## src/lrc_defines.svh

```systemverilog
`ifndef LRC_DEFINES_SVH
`define LRC_DEFINES_SVH

// ----------------------------------------------------------------------
// Register offsets on the serial control register port
// ----------------------------------------------------------------------
`define LRC_ADDR_ENABLE      8'h0b
`define LRC_ADDR_PAIR_CFG    8'h0c
`define LRC_ADDR_THREE_CFG   8'h0d
`define LRC_ADDR_FOUR_CFG    8'h0e
`define LRC_ADDR_FIVE_CFG    8'h0f

// ----------------------------------------------------------------------
// Power-up values
// ----------------------------------------------------------------------
// Regulators one to five on, card supply off at 1.80 V, backup on.
`define LRC_RST_ENABLE       8'hfd
// Both discharge enables set, codes 100 (2.85 V) and 111 (3.3 V).
`define LRC_RST_PAIR_CFG     8'hcf
// Discharge set, code 1 (1.25 V).
`define LRC_RST_THREE_CFG    8'h81
// Discharge set, code 60 (2.75 V).
`define LRC_RST_FOUR_CFG     8'hbc
// Discharge set, code 62 (2.81 V).
`define LRC_RST_FIVE_CFG     8'hbe
// Value returned for an address this block does not hold.
`define LRC_RD_UNMAPPED      8'h00

// ----------------------------------------------------------------------
// Field positions
// ----------------------------------------------------------------------
`define LRC_EN_ONE_BIT       7
`define LRC_EN_FIVE_BIT      3
`define LRC_EN_CARD_SEL_BIT  2
`define LRC_EN_CARD_ON_BIT   1
`define LRC_EN_BACKUP_BIT    0
`define LRC_PAIR_ONE_DIS_BIT 7
`define LRC_PAIR_ONE_CODE_HI 6
`define LRC_PAIR_ONE_CODE_LO 4
`define LRC_PAIR_TWO_DIS_BIT 3
`define LRC_PAIR_TWO_CODE_HI 2
`define LRC_PAIR_TWO_CODE_LO 0
`define LRC_CFG_DIS_BIT      7
`define LRC_CFG_CODE_HI      6

// ----------------------------------------------------------------------
// Sizes
// ----------------------------------------------------------------------
`define LRC_NUM_PROG         5
`define LRC_NUM_PG           9

`endif

```

## src/lrc_pkg.sv

```systemverilog
`default_nettype none

`include "lrc_defines.svh"

package lrc_pkg;

    // Register-port request from the serial interface front end.
    typedef struct packed {
        logic       wr;
        logic       rd;
        logic [7:0] addr;
        logic [7:0] wdata;
    } lrc_req_t;

    // Whole state of the regulator control block.
    typedef struct packed {
        logic [7:0]                 enable;
        logic [7:0]                 pair_cfg;
        logic [7:0]                 three_cfg;
        logic [7:0]                 four_cfg;
        logic [7:0]                 five_cfg;
        logic [7:0]                 rdata;
        logic [1:0]                 ac_sync;
        logic [1:0]                 usb_sync;
        logic [`LRC_NUM_PG-1:0]     pg_sync1;
        logic [`LRC_NUM_PG-1:0]     pg_sync2;
        logic [`LRC_NUM_PG-1:0]     pg_good;
        logic [`LRC_NUM_PG-1:0]     pg_irq;
        logic [`LRC_NUM_PG-1:0]     pg_seq;
        logic [`LRC_NUM_PROG-1:0]   on;
        logic [`LRC_NUM_PROG-1:0]   discharge;
        logic                       pm_on;
    } lrc_state_t;

endpackage

`default_nettype wire

```

## src/lrc_regulator_ctrl.sv

```systemverilog
// Function
// - Every regulator except the input-power one has a host-written on bit.
// - Card-supply select bit chooses 3.0 V when clear, 1.80 V when set.
// - Input-power regulator is on whenever wall or USB input is detected.
// - Regulators one to five discharge their output when switched off.
// - Cleared discharge-enable bit leaves a switched-off output undischarged.
// - Discharge-enable bits come up set after power-up.
// - Power-good reads false while the comparator reports below 90 percent.
// - Power-good failures go to interrupts or sequencing by a setting.
// - Pair register: bit 7 and 6:4 for one, bit 3 and 2:0 for two.
// - Three and four: bit 7 discharge, 6:0 code; default 1.25 and 2.75 V.
// - Seven-bit code 0 gives 1.224 V, code 127 gives 4.463 V.

`default_nettype none

`include "lrc_defines.svh"

module lrc_regulator_ctrl (
    input  wire logic                      clk_i,            // Core clock.
    input  wire logic                      rstn_i,           // Reset, low.
    input  wire lrc_pkg::lrc_req_t         req_i,            // Reg access.
    output logic [7:0]                     rdata_o,          // Read data.
    input  wire logic                      ac_detect_i,      // Wall input.
    input  wire logic                      usb_detect_i,     // USB input.
    input  wire logic [`LRC_NUM_PG-1:0]    pg_below_i,       // Below 90 %.
    input  wire logic                      pg_to_seq_i,      // Route select.
    output logic [`LRC_NUM_PROG-1:0]       reg_on_o,         // One..five on.
    output logic [`LRC_NUM_PROG-1:0]       discharge_o,      // Discharge sw.
    output logic                           card_supply_on_o, // Card on.
    output logic                           card_supply_voltage_select_o, // Sel.
    output logic                           backup_on_o,      // Backup on.
    output logic                           pm_on_o,          // Input-pwr reg.
    output logic [2:0]                     reg_one_code_o,   // One code.
    output logic [2:0]                     reg_two_code_o,   // Two code.
    output logic [6:0]                     reg_three_code_o, // Three code.
    output logic [6:0]                     reg_four_code_o,  // Four code.
    output logic [6:0]                     reg_five_code_o,  // Five code.
    output logic [`LRC_NUM_PG-1:0]         power_good_o,     // Good flags.
    output logic [`LRC_NUM_PG-1:0]         pg_irq_o,         // To interrupts.
    output logic [`LRC_NUM_PG-1:0]         pg_seq_o          // To sequencer.
);
    import lrc_pkg::*;

    // ------------------------------------------------------------------
    // State
    // ------------------------------------------------------------------
    lrc_state_t st_r;
    lrc_state_t st_nxt;

    // Per-regulator discharge enables gathered from the config fields.
    logic [`LRC_NUM_PROG-1:0] dis_en;
    // On bits of regulators one to five, regulator one in bit 0.
    logic [`LRC_NUM_PROG-1:0] on_bits;

    // Discharge enables gathered into one vector, regulator one first.
    always_comb begin
        dis_en[0] = st_r.pair_cfg[`LRC_PAIR_ONE_DIS_BIT];
        dis_en[1] = st_r.pair_cfg[`LRC_PAIR_TWO_DIS_BIT];
        dis_en[2] = st_r.three_cfg[`LRC_CFG_DIS_BIT];
        dis_en[3] = st_r.four_cfg[`LRC_CFG_DIS_BIT];
        dis_en[4] = st_r.five_cfg[`LRC_CFG_DIS_BIT];
        for (int i = 0; i < `LRC_NUM_PROG; i++) begin
            on_bits[i] = st_r.enable[`LRC_EN_ONE_BIT - i];
        end
    end

    // ------------------------------------------------------------------
    // Next-state logic
    // ------------------------------------------------------------------
    // Register writes, read mux, synchronisers and switch drive.
    always_comb begin
        st_nxt = st_r;

        // Host writes land in whole bytes; every bit is writable.
        if (req_i.wr) begin
            unique case (req_i.addr)
                `LRC_ADDR_ENABLE:    st_nxt.enable    = req_i.wdata;
                `LRC_ADDR_PAIR_CFG:  st_nxt.pair_cfg  = req_i.wdata;
                `LRC_ADDR_THREE_CFG: st_nxt.three_cfg = req_i.wdata;
                `LRC_ADDR_FOUR_CFG:  st_nxt.four_cfg  = req_i.wdata;
                `LRC_ADDR_FIVE_CFG:  st_nxt.five_cfg  = req_i.wdata;
                default: ;
            endcase
        end

        // Reads return the stored byte; unknown addresses read zero.
        if (req_i.rd) begin
            unique case (req_i.addr)
                `LRC_ADDR_ENABLE:    st_nxt.rdata = st_r.enable;
                `LRC_ADDR_PAIR_CFG:  st_nxt.rdata = st_r.pair_cfg;
                `LRC_ADDR_THREE_CFG: st_nxt.rdata = st_r.three_cfg;
                `LRC_ADDR_FOUR_CFG:  st_nxt.rdata = st_r.four_cfg;
                `LRC_ADDR_FIVE_CFG:  st_nxt.rdata = st_r.five_cfg;
                default:             st_nxt.rdata = `LRC_RD_UNMAPPED;
            endcase
        end

        // Input detection passes two flip-flops before use.
        st_nxt.ac_sync  = {st_r.ac_sync[0], ac_detect_i};
        st_nxt.usb_sync = {st_r.usb_sync[0], usb_detect_i};
        // The input-power regulator follows either detected input.
        st_nxt.pm_on = st_r.ac_sync[1] | st_r.usb_sync[1];

        // Regulator switches: on bit drives the regulator, and a switched
        // off regulator closes its discharge switch only when enabled.
        st_nxt.on        = on_bits;
        st_nxt.discharge = ~on_bits & dis_en;

        // Comparator results are asynchronous, so they are synchronised.
        st_nxt.pg_sync1 = pg_below_i;
        st_nxt.pg_sync2 = st_r.pg_sync1;
        st_nxt.pg_good  = ~st_r.pg_sync2;
        // A failing regulator is reported to exactly one consumer.
        st_nxt.pg_irq = ~st_r.pg_good & {`LRC_NUM_PG{~pg_to_seq_i}};
        st_nxt.pg_seq = ~st_r.pg_good & {`LRC_NUM_PG{pg_to_seq_i}};
    end

    // ------------------------------------------------------------------
    // State register
    // ------------------------------------------------------------------
    // Power-up values turn discharge on and set the default voltages.
    always_ff @(posedge clk_i or negedge rstn_i) begin
        if (!rstn_i) begin
            st_r           <= '0;
            st_r.enable    <= `LRC_RST_ENABLE;
            st_r.pair_cfg  <= `LRC_RST_PAIR_CFG;
            st_r.three_cfg <= `LRC_RST_THREE_CFG;
            st_r.four_cfg  <= `LRC_RST_FOUR_CFG;
            st_r.five_cfg  <= `LRC_RST_FIVE_CFG;
            st_r.on        <= 5'h1f;
            st_r.pg_good   <= '1;
        end else begin
            st_r <= st_nxt;
        end
    end

    // ------------------------------------------------------------------
    // Outputs
    // ------------------------------------------------------------------
    // Every output is a field of the state register.
    assign rdata_o                      = st_r.rdata;
    assign reg_on_o                     = st_r.on;
    assign discharge_o                  = st_r.discharge;
    assign card_supply_on_o             = st_r.enable[`LRC_EN_CARD_ON_BIT];
    // Clear selects 3.0 V, set selects 1.80 V at the card regulator.
    assign card_supply_voltage_select_o =
        st_r.enable[`LRC_EN_CARD_SEL_BIT];
    assign backup_on_o                  = st_r.enable[`LRC_EN_BACKUP_BIT];
    assign pm_on_o                      = st_r.pm_on;
    // Codes go to the analog side unchanged; the seven-bit codes step
    // from 1.224 V at zero to 4.463 V at full scale.
    assign reg_one_code_o   =
        st_r.pair_cfg[`LRC_PAIR_ONE_CODE_HI:`LRC_PAIR_ONE_CODE_LO];
    assign reg_two_code_o   =
        st_r.pair_cfg[`LRC_PAIR_TWO_CODE_HI:`LRC_PAIR_TWO_CODE_LO];
    assign reg_three_code_o = st_r.three_cfg[`LRC_CFG_CODE_HI:0];
    assign reg_four_code_o  = st_r.four_cfg[`LRC_CFG_CODE_HI:0];
    assign reg_five_code_o  = st_r.five_cfg[`LRC_CFG_CODE_HI:0];
    assign power_good_o     = st_r.pg_good;
    assign pg_irq_o         = st_r.pg_irq;
    assign pg_seq_o         = st_r.pg_seq;
endmodule

`default_nettype wire

```

## config.mk

```make
export PLATFORM = sky130hd
export DESIGN_NAME = lrc_regulator_ctrl
export DESIGN_NICKNAME = d
export VERILOG_FILES = /design/src/lrc_pkg.sv /design/src/lrc_regulator_ctrl.sv
export VERILOG_INCLUDE_DIRS = /design/src
export SDC_FILE = /design/constraint.sdc
export NUM_CORES = 1
export LEC_CHECK = 0
export BUFFER_PORTS_ARGS = -buffer_cell sky130_fd_sc_hd__buf_2
export CELL_PAD_IN_SITES_DETAIL_PLACEMENT = 0
export CELL_PAD_IN_SITES_GLOBAL_PLACEMENT = 1
export CORE_ASPECT_RATIO = 1.4
export CORE_MARGIN = 5
export CORE_UTILIZATION = 43
export CTS_CLUSTER_SIZE = 16
export DETAILED_ROUTE_END_ITERATION = 10
export PLACE_DENSITY_LB_ADDON = 0.1
export SYNTH_ARGS = -nofsm -noshare
export SYNTH_HDL_FRONTEND = slang
export SYNTH_SLANG_ARGS = --single-unit
```

## constraint.sdc

```tcl
create_clock -name clk_i -period 1.4 [get_ports clk_i]
set_clock_uncertainty 0.2 [all_clocks]
set_input_delay 0.14 -clock clk_i [delete_from_list [all_inputs] [get_ports clk_i]]
set_output_delay 0.14 -clock clk_i [all_outputs]
set_load 0.005 [all_outputs]
```

---- Word level (Yosys, flattened, before mapping) ----
Cells that the tools add are included.
storage, ports and cells
  register bits after elaboration ......... 108
  input port bits ......................... 32
  output and inout port bits .............. 76
  logic and storage cells ................. 35
operators by class
  equal/unequal tests ..................... 5
  mux-type cells .......................... 1
  bitwise gates (word level) .............. 8
  reduce and logical (&&, ||, !) cells .... 5
operators by type and width
  cell                                                  count
  equality test 8 x 4 -> 1 bit (second input constant)  5
  case mux 8 bit (5 select lines)                       1
  AND 9 bit                                             2
  NOT 9 bit                                             2
  AND reduction 2 bit                                   5
  AND 5 bit                                             1
  NOT 5 bit                                             1
  NOT 1 bit                                             1
  bitwise OR 1 bit                                      1

---- Depth between registers and ports, before layout ----
Gate-level depths: netlist of the first run.
  depth in word-level cells ............... 2
  mapped depth ............................ 5
  gate-level depth less buffers ........... 3

---- Worst setup path after synthesis of the first run ----
Ideal clock, no wire load.
  path kind ............................... input to register
  from .................................... in req_i[13] (netlist name)
  to ...................................... reg st_r, in the netlist reg_three_code_o[1]
  setup time .............................. 0.125 ns
  data arrival time ....................... 1.752 ns
  data required time ...................... 1.075 ns
  slack ................................... -0.677 ns
  stages .................................. 5
  buffers on the path ..................... 2
  path through ............................ or4_4 buf_6 or4_4 buf_6 mux2_4
on the way
  longest elaborated chain between the ends .. 2
RTL lines
  what                                  line                       RTL
  start: declaration                    lrc_regulator_ctrl.sv:21   input wire lrc_pkg::lrc_req_t req_i,
  equality test 8 x 4 -> 1 bit          lrc_regulator_ctrl.sv:76   unique case (req_i.addr)
  AND reduction 2 bit (no source line)  --
  end signal: assignment                lrc_regulator_ctrl.sv:133  st_r <= st_nxt;
  end: declaration                      lrc_regulator_ctrl.sv:47   lrc_state_t st_r;
Every way passes these cells.
A chain may end at the register's enable or synchronous reset.

---- Worst setup path after layout of the first run ----
  from .................................... in req_i[13] (netlist name)
  to ...................................... reg st_r, in the netlist reg_three_code_o[2]
Same word-level chain as after synthesis.

==> results of run 1 <==
## power breakdown
part | internal [mW] | switching [mW] | total [mW]
logic | 0.304 | 0.272 | 0.576
registers | 3.31 | 0.0736 | 3.38
clock network | 1.59 | 1.13 | 2.72
## sequential cells by signal, indices dropped and copies added, names as in the netlist, 3 cells and up
signal	cells
dis_en	5
discharge_o	5
on_bits	5
pg_irq_o	9
pg_seq_o	9
power_good_o	9
rdata_o	8
reg_five_code_o	7
reg_four_code_o	7
reg_on_o	5
reg_one_code_o	3
reg_three_code_o	7
reg_two_code_o	3
st_nxt	11
st_r	11
## worst max-delay path by stage
stage | startpoint | end | slack, ps | cells after the start
2_1_floorplan | req_i[13] | reg_three_code_o[1] | -590 | 5
3_3_place_gp | req_i[13] | reg_three_code_o[4] | -620 | 4
3_5_place_dp | req_i[13] | reg_three_code_o[2] | -650 | 4
4_1_cts | req_i[13] | reg_three_code_o[2] | -240 | 4
5_1_grt | req_i[13] | reg_three_code_o[2] | -260 | 4
6_report | req_i[13] | reg_three_code_o[2] | -260 | 4
## layer usage
layer	track usage (%)	routed length, µm	vias up	part of all wire [%]
met5	0	0	-	0
met1	20.0	4210	1336	43
li1	-	-	1252	-
met2	25.0	4860	72	50
met3	3.90	493	9	5.1
met4	5.31	168	0	1.7
## per-stage QoR
step | setup WS, ps | cells
CTS | -244 | 569
global placement | -623 | 530
global route | -264 | 569
finish | -264 | 569
floorplan | -588 | 340
detailed placement | -650 | 530
## layout make-up
type	count	area (µm²)
clock inverter	6	95.1
timing repair buffer	159	1050
multi-input combinational	127	1350
inverter	18	67.6
sequential	108	2750
clock buffer	10	229
tap	141	176
fill	972	4980
## logic make-up after synthesis
family | count (synthesis) | share of synthesized area (%)
flops | 108 | 59.2
simple gates | 55 | 9.61
buf+inv | 105 | 14.6
compound gates | 23 | 4.06
mux | 49 | 12.5
## worst max-delay path, stage by stage
cell,delay (ps)
buf_8,90
or4_4,560
or4_4,560
mux2_4,330
## what timing repair did
item                                   4_1_cts  5_1_grt
endpoints found under the hold margin      152        0
buffers inserted                             1        0
setup endpoints to repair                   45       50
hold buffers                                22        0
resized for setup                           12        1
## placed cells by master (no fill, tap or decap), drive strengths merged
cell / instances
or2: 1
buf: 137
o211ai: 7
dfstp: 40
nand2: 3
and2: 2
mux2: 49
inv: 20
dlygate4sd3: 21
and4b: 15
dfrtp: 68
nor2: 9
a21oi: 1
dlymetal6s4s: 1
clkbuf: 10
nand4: 1
or4: 2
clkinvlp: 2
a32oi: 7
nor4: 5
nor2b: 15
o221ai: 8
bufinv: 2
nand2b: 2
==> flow_metrics.env, run 1 <==
export IMPL_status="finished, violations left"
export IMPL_failed_checks="negative setup slack"
export IMPL_finalCritPeriodShare_pct=119
export IMPL_maxCapViolations=0
export IMPL_clk_latency_ps=340
export IMPL_vdd_drop_max_mv=0.557
export IMPL_rows=45
export IMPL_finalHoldViolations=0
export IMPL_fin_setup_tns_ps=-7580
export IMPL_areaGrowthSynthToFinish_pct=23.0
export IMPL_timing_rr_start="reg_four_code_o[0]"
export IMPL_synth_top_area_share_pct=36.6
export IMPL_cts_max_path_buffers=2
export IMPL_antenna_cells=0
export IMPL_drt_wl_total_um=9740
export IMPL_routed_via_density=4.69
export IMPL_yosys_warnings=0
export IMPL_die_area_mm2=0.0130
export IMPL_hold_depth=3
export IMPL_yosysMostFrequentCell="buf_4"
export IMPL_wl_per_cell_um=17.1
export IMPL_grt_usage_pct=15.4
export IMPL_synth_edf_count=0
export IMPL_synth_common_cells="buf_4 (72), dfrtp_1 (68), mux2_2 (41)"
export IMPL_die_h_um=133
export IMPL_r2r_slack_ps=110
export IMPL_cts_htree_levels=3
export IMPL_crit_type="in -> reg"
export IMPL_rr_endpoint="rdata_o[0]"
export IMPL_slew_violations=0
export IMPL_clkSlewWorstSetupHoldPaths_ps=70
export IMPL_tritoncts="built"
export IMPL_final_antenna_net_count=0
export IMPL_synth_seq_area_share_pct=59.2
export IMPL_grt_max_degree=52
export IMPL_dr_pass1_iters=4
export IMPL_setup_viol=40
export IMPL_synth_distinct_cells=24
export IMPL_syn_area_mm2=0.00465
export IMPL_coreArea_mm2=0.0107
export IMPL_total_power_mw=6.68
export IMPL_holdWs_ps=42.8
export IMPL_cp_data_required_time_ps=1430
export IMPL_grt_pass1_wl_um=15600
export IMPL_routabilityCongestion=0.756
export IMPL_slew_headroom_pct=65.8
export IMPL_fin_nets=455
export IMPL_clock_sinks=108
export IMPL_async_reset_ff_share_pct=100
export IMPL_fmax_mhz=601
export IMPL_first_global_vias=2838
export IMPL_ys_ff_latch=108
export IMPL_drive_gt1_share_pct=58.4
export IMPL_pin_count=108
export IMPL_initial_core_util_pct=43.5
export IMPL_worst_setup_path_start_kind="primary input"
export IMPL_drt_iter0_markers=86
export IMPL_post_route_cell_area_mm2=0.00572
export IMPL_port_buffers=107
export IMPL_syn_nets=372
export IMPL_leakage_nw=2.82
export IMPL_rsz0062_at_grt="true"
export IMPL_remaining_drc_errors=0
export IMPL_worst_slew_pin_slew_ps=511
export IMPL_power_density_mw_per_mm2=1170
export IMPL_cts_made_buffers=9
export IMPL_chipWidth_um=97.9
export IMPL_r2r_cells=3
export IMPL_hold_path_class="in -> reg"
export IMPL_post_route_min_period_ps=1660
export IMPL_hp_start="req_i[16]"
export IMPL_antenna_found_initial=0
export IMPL_critPathArrivalTime_ps=1690
export IMPL_place_hpwl_um=6740
export IMPL_crit_fanout=8
export IMPL_utilization_pct=53.5
export IMPL_synth_area_leaders="dfrtp_1 (37%), dfstp_2 (23%), buf_4 (12%)"
export IMPL_placed_area_mm2=0.00512
export IMPL_crit_path_end_kind="flip-flop"
export IMPL_synth_ff_type="dfrtp_1"
export IMPL_yosys_area_top_type="dfrtp_1"
export IMPL_overflow=0
export IMPL_clock_root_buffer="clkbuf_16"
export IMPL_vias=2669
export IMPL_holdPathEnd="rdata_o[6]"
export IMPL_netlist_instances=340
export IMPL_worst_slack_ps=-264
export IMPL_syn_area_per_cell_um2=13.7
(Power assumes the default switching activity.)
==> run 2, diff against run 1 <==
--- a/config.mk
+++ b/config.mk
@@ -14,7 +14,7 @@
 export CORE_UTILIZATION = 43
 export CTS_CLUSTER_SIZE = 16
 export DETAILED_ROUTE_END_ITERATION = 10
-export PLACE_DENSITY_LB_ADDON = 0.1
+export PLACE_DENSITY = 0.88
 export SYNTH_ARGS = -nofsm -noshare
 export SYNTH_HDL_FRONTEND = slang
 export SYNTH_SLANG_ARGS = --single-unit
==> flow_metrics.env, run 2 (synthesis results as in run 1) <==
export IMPL_status="finished, violations left"
export IMPL_failed_checks="negative setup slack"
export IMPL_routabilityCongestion=0.837
export IMPL_clock_sinks=108
export IMPL_grt_usage_pct=15.6
export IMPL_worst_slack_ps=-261
export IMPL_power_frac_comb_pct=8.8
export IMPL_grt_max_degree=45
export IMPL_clock_root_buffer="clkbuf_16"
export IMPL_setup_viol=40
export IMPL_wl_per_cell_um=17.2
export IMPL_rows=45
export IMPL_worst_slew_pin_slew_ps=442
export IMPL_initial_core_util_pct=43.5
export IMPL_worst_setup_path_start_kind="primary input"
export IMPL_chipWidth_um=97.9
export IMPL_layout_commonest_cell="buf_2"
export IMPL_holdPathEnd="rdata_o[6]"
export IMPL_cts_max_path_buffers=2
export IMPL_coreArea_mm2=0.0107
export IMPL_cts_made_buffers=9
export IMPL_clkPwrFrac_pct=39.5
export IMPL_num_fill_cells=919
export IMPL_final_antenna_net_count=0
export IMPL_leakage_nw=2.80
export IMPL_switching_share_pct=22.6
export IMPL_clkSlewWorstSetupHoldPaths_ps=70
export IMPL_die_h_um=133
export IMPL_fin_nets=454
export IMPL_crit_fanout=8
export IMPL_hold_depth=3
export IMPL_crit_top_cell="or4_4"
export IMPL_p_int_mw=5.06
export IMPL_vdd_drop_max_mv=0.565
export IMPL_routed_via_density=4.81
export IMPL_overflow=0
export IMPL_cts_htree_levels=3
export IMPL_areaGrowthSynthToFinish_pct=22.3
export IMPL_crit_type="in -> reg"
export IMPL_clk_latency_ps=340
export IMPL_tritoncts="built"
export IMPL_maxCapViolations=0
export IMPL_slew_violations=0
export IMPL_pin_count=108
export IMPL_hold_path_class="in -> reg"
export IMPL_port_buffers=107
export IMPL_finalCritPeriodShare_pct=119
export IMPL_critPathArrivalTime_ps=1680
export IMPL_slew_headroom_pct=70.4
export IMPL_cpPeakStageDelay_ps=570
export IMPL_final_cell_mix="buf_2 (105), dfrtp_1 (68), mux2_4 (40), dfstp_2 (40)"
export IMPL_switchingPower_mw=1.48
export IMPL_power_density_mw_per_mm2=1150
export IMPL_antenna_cells=0
export IMPL_hp_start="req_i[16]"
export IMPL_die_area_mm2=0.0130
export IMPL_r2r_slack_ps=110
export IMPL_dr_pass1_iters=4
export IMPL_rsz0062_at_grt="true"
export IMPL_remaining_drc_errors=0
export IMPL_drt_wl_total_um=9760
export IMPL_place_hpwl_um=6870
export IMPL_multiInputGateArea_mm2=0.00135
export IMPL_seqPwrFrac_pct=51.7
export IMPL_drive_gt1_share_pct=58.3
export IMPL_finalHoldViolations=0
export IMPL_cp_data_required_time_ps=1420
export IMPL_timing_rr_start="reg_four_code_o[0]"
export IMPL_r2r_cells=3
export IMPL_grt_pass1_wl_um=16000
export IMPL_crit_path_end_kind="flip-flop"
export IMPL_post_route_min_period_ps=1660
export IMPL_regArea_mm2=0.00275
export IMPL_fmax_mhz=602
export IMPL_drt_iter0_markers=49
export IMPL_first_global_vias=3031
export IMPL_rr_endpoint="rdata_o[0]"
export IMPL_cp_cell_sequence="buf_6, or4_4, or4_4, mux2_4"
export IMPL_total_power_mw=6.54
export IMPL_antenna_found_initial=0
export IMPL_dp_slack_ps=-637
export IMPL_vias=2734
export IMPL_slowest_stage="or4_4"
## run 2: repair_timing
item                       CTS  global route
setup buffers                0             0
hold buffers                22             0
gates resized for setup     10             3
setup endpoints to repair   40            45
hold endpoints to repair   177             0
## run 2: through the flow
stage | hold WS, ps | area [µm²] | setup TNS (ps) | util, % | instances
after floorplan | -356 | 4780 | -21200 | - | 340
after global placement | -233 | 5100 | -23740 | 47.7 | 530
after detailed placement | -235 | 5100 | -25300 | 47.7 | 530
after CTS | 23.3 | 5670 | -7230 | 53.0 | 568
after global routing | 55.7 | 5680 | -8070 | 53.1 | 568
final | 42.1 | 5680 | -7570 | 53.1 | 568
## run 2: routing by layer
metal  vias to the layer above  wire (µm)  track usage, %
met3                        13        554            3.90
met4                         0        164            5.16
met1                      1378       4020            19.0
met2                        91       5030            26.9
met5                         -          0               0
li1                       1252          -               -
## run 2: layout make-up
cell class                      count  share of cell area [%]
Clock buffer                       11                    4.27
Clock inverter                      5                    1.17
Tap cell                          141                    3.10
Timing Repair Buffer              158                    18.1
Multi-Input combinational cell    127                    23.7
Sequential cell                   108                    48.4
Inverter                           18                    1.19
## run 2: worst max path at each step
stage | from | to | depth (start not counted)
floorplan | req_i[13] | reg_three_code_o[1] | 5
global placement | req_i[13] | reg_three_code_o[5] | 4
detailed placement | req_i[13] | reg_one_code_o[0] | 6
CTS | req_i[13] | reg_three_code_o[1] | 4
global route | req_i[13] | reg_three_code_o[2] | 4
finish | req_i[13] | reg_three_code_o[1] | 4
## run 2: worst max-delay path, delay by kind of cell
family | cells | cell delay, ps
buffers and inverters | 1 | 90
AND/OR/NAND/NOR | 2 | 1120
multiplexers | 1 | 330
## run 2: power groups by stage
stage / logic [mW] / clock network (mW) / registers [mW]
2_1_floorplan: 0.340 / 0 / 3.41
5_1_grt: 0.632 / 2.76 / 3.40
6_report: 0.572 / 2.59 / 3.38
3_3_place_gp: 0.510 / 0 / 3.43
3_5_place_dp: 0.523 / 0 / 3.44
4_1_cts: 0.582 / 2.65 / 3.39
==> run 3, diff against run 2 <==
==> constraint.sdc (replaced) <==
create_clock -name clk_i -period 1.66 [get_ports clk_i]
set_clock_uncertainty 0.2 [all_clocks]
set_input_delay 0.166 -clock clk_i [delete_from_list [all_inputs] [get_ports clk_i]]
set_output_delay 0.166 -clock clk_i [all_outputs]
set_load 0.005 [all_outputs]
==> flow_metrics.env, run 3 (synthesis results as in run 1) <==
export IMPL_grt_pass1_wl_um=15300
export IMPL_port_buffers=107
export IMPL_chipWidth_um=97.9
export IMPL_layout_commonest_cell="buf_2"
export IMPL_antenna_found_initial=0
export IMPL_overflow=0
export IMPL_final_antenna_net_count=0
export IMPL_timing_rr_start="reg_one_code_o[0]"
export IMPL_place_hpwl_um=6780
export IMPL_clkPwrFrac_pct=37.1
export IMPL_areaGrowthSynthToFinish_pct=19.6
export IMPL_clkSlewWorstSetupHoldPaths_ps=70
export IMPL_hold_path_class="in -> reg"
export IMPL_crit_type="in -> reg"
export IMPL_hp_start="req_i[16]"
export IMPL_setup_viol=6
export IMPL_dr_pass1_iters=4
export IMPL_vdd_drop_max_mv=0.464
export IMPL_crit_fanout=8
export IMPL_pin_count=108
export IMPL_leakage_nw=2.76
export IMPL_worst_setup_path_start_kind="primary input"
export IMPL_drt_wl_total_um=9520
export IMPL_routabilityCongestion=0.843
export IMPL_maxCapViolations=0
export IMPL_die_area_mm2=0.0130
export IMPL_post_route_min_period_ps=1680
export IMPL_wl_per_cell_um=16.9
export IMPL_rows=45
export IMPL_initial_core_util_pct=43.5
export IMPL_finalHoldViolations=0
export IMPL_slew_violations=0
export IMPL_finalCritPeriodShare_pct=101
export IMPL_placed_area_mm2=0.00506
export IMPL_critPathArrivalTime_ps=1710
export IMPL_power_density_mw_per_mm2=949
export IMPL_vias=2751
export IMPL_routed_via_density=4.88
export IMPL_final_cell_mix="buf_2 (105), dfrtp_1 (68), dfstp_2 (40)"
export IMPL_coreArea_mm2=0.0107
export IMPL_clock_sinks=108
export IMPL_worst_slew_pin_slew_ps=715
export IMPL_utilization_pct=52.0
export IMPL_rsz0062_at_grt="true"
export IMPL_switching_share_pct=22.4
export IMPL_power_frac_comb_pct=8.8
export IMPL_worst_slack_ps=-23.1
export IMPL_seqPwrFrac_pct=54.1
export IMPL_post_route_cell_area_mm2=0.00556
export IMPL_p_int_mw=4.10
export IMPL_cts_htree_levels=3
export IMPL_fmax_mhz=594
export IMPL_startpoint="req_i[13]"
export IMPL_num_fill_cells=930
export IMPL_failed_checks="negative setup slack"
export IMPL_slew_headroom_pct=52.2
export IMPL_antenna_cells=0
export IMPL_crit_path_end_kind="flip-flop"
export IMPL_status="finished, violations left"
export IMPL_clk_latency_ps=340
export IMPL_total_power_mw=5.28
export IMPL_tritoncts="built"
export IMPL_fin_nets=450
export IMPL_switchingPower_mw=1.18
export IMPL_cts_max_path_buffers=2
export IMPL_clock_root_buffer="clkbuf_16"
export IMPL_drt_iter0_markers=70
export IMPL_first_global_vias=2919
export IMPL_grt_max_degree=109
export IMPL_remaining_drc_errors=0
export IMPL_cts_made_buffers=9
export IMPL_drive_gt1_share_pct=57.4
export IMPL_grt_usage_pct=14.9
export IMPL_cp_data_required_time_ps=1690
export IMPL_die_h_um=133
[run 3: layout make-up]
cell class / count / area, µm² / area share, %
Sequential cell: 108 / 2750 / 49.5
Multi-Input combinational cell: 127 / 1320 / 23.7
Timing Repair Buffer: 154 / 975 / 17.5
Clock buffer: 13 / 250 / 4.50
Tap cell: 141 / 176 / 3.17
Inverter: 18 / 67.6 / 1.21
Clock inverter: 3 / 22.5 / 0.405
[run 3: timing repair]
item / CTS / global route
setup buffers: 1 / 1
pin swaps: 0 / 0
resized for setup: 1 / 0
hold buffers: 21 / 0
endpoints found under the hold margin: 127 / 0
setup endpoints to repair: 6 / 15
[run 3: final timing paths]
path	end	slack, ps	depth (start not counted)
setup / recovery	reg_three_code_o[6]	-20	4
hold / removal	rdata_o[6]	60	3
setup reg to reg	rdata_o[4]	360	3
hold reg to reg	st_r[57]	150	0
max in group asynchronous	reg_on_o[3]	610	3
min in group asynchronous	pm_on_o	230	3
[run 3: critical path, stage by stage]
cell and delay, ps:
buf_6 90, or4_4 560, or4_4 550, mux2_4 330
[run 3: per-layer routing]
metal	vias up	part of all wire [%]	track usage, %
met5	-	0	0
met4	0	2.8	8.39
met3	18	5.8	3.01
met2	107	50	24.6
met1	1384	41	18.1
li1	1242	-	-
[run 3: power groups by stage]
| stage | clock network (mW) | logic [mW] | registers (mW) |
|---|---|---|---|
| 2_1_floorplan | 0 | 0.283 | 2.88 |
| 3_3_place_gp | 0 | 0.417 | 2.90 |
| 3_5_place_dp | 0 | 0.429 | 2.90 |
| 4_1_cts | 2.00 | 0.471 | 2.86 |
| 5_1_grt | 2.09 | 0.508 | 2.87 |
| 6_report | 1.96 | 0.464 | 2.86 |
[run 3: stage by stage]
| stage | instances | TNS (ps) | hold slack (ps) | setup WS [ps] |
|---|---|---|---|---|
| floorplan | 340 | -11840 | -330 | -354 |
| global placement | 525 | -12110 | 69.2 | -362 |
| detailed placement | 525 | -13480 | 75.7 | -400 |
| CTS | 563 | -22.9 | 52.9 | -10.4 |
| global route | 564 | -295 | 76.0 | -34.2 |
| finish | 564 | -107 | 64.3 | -23.1 |
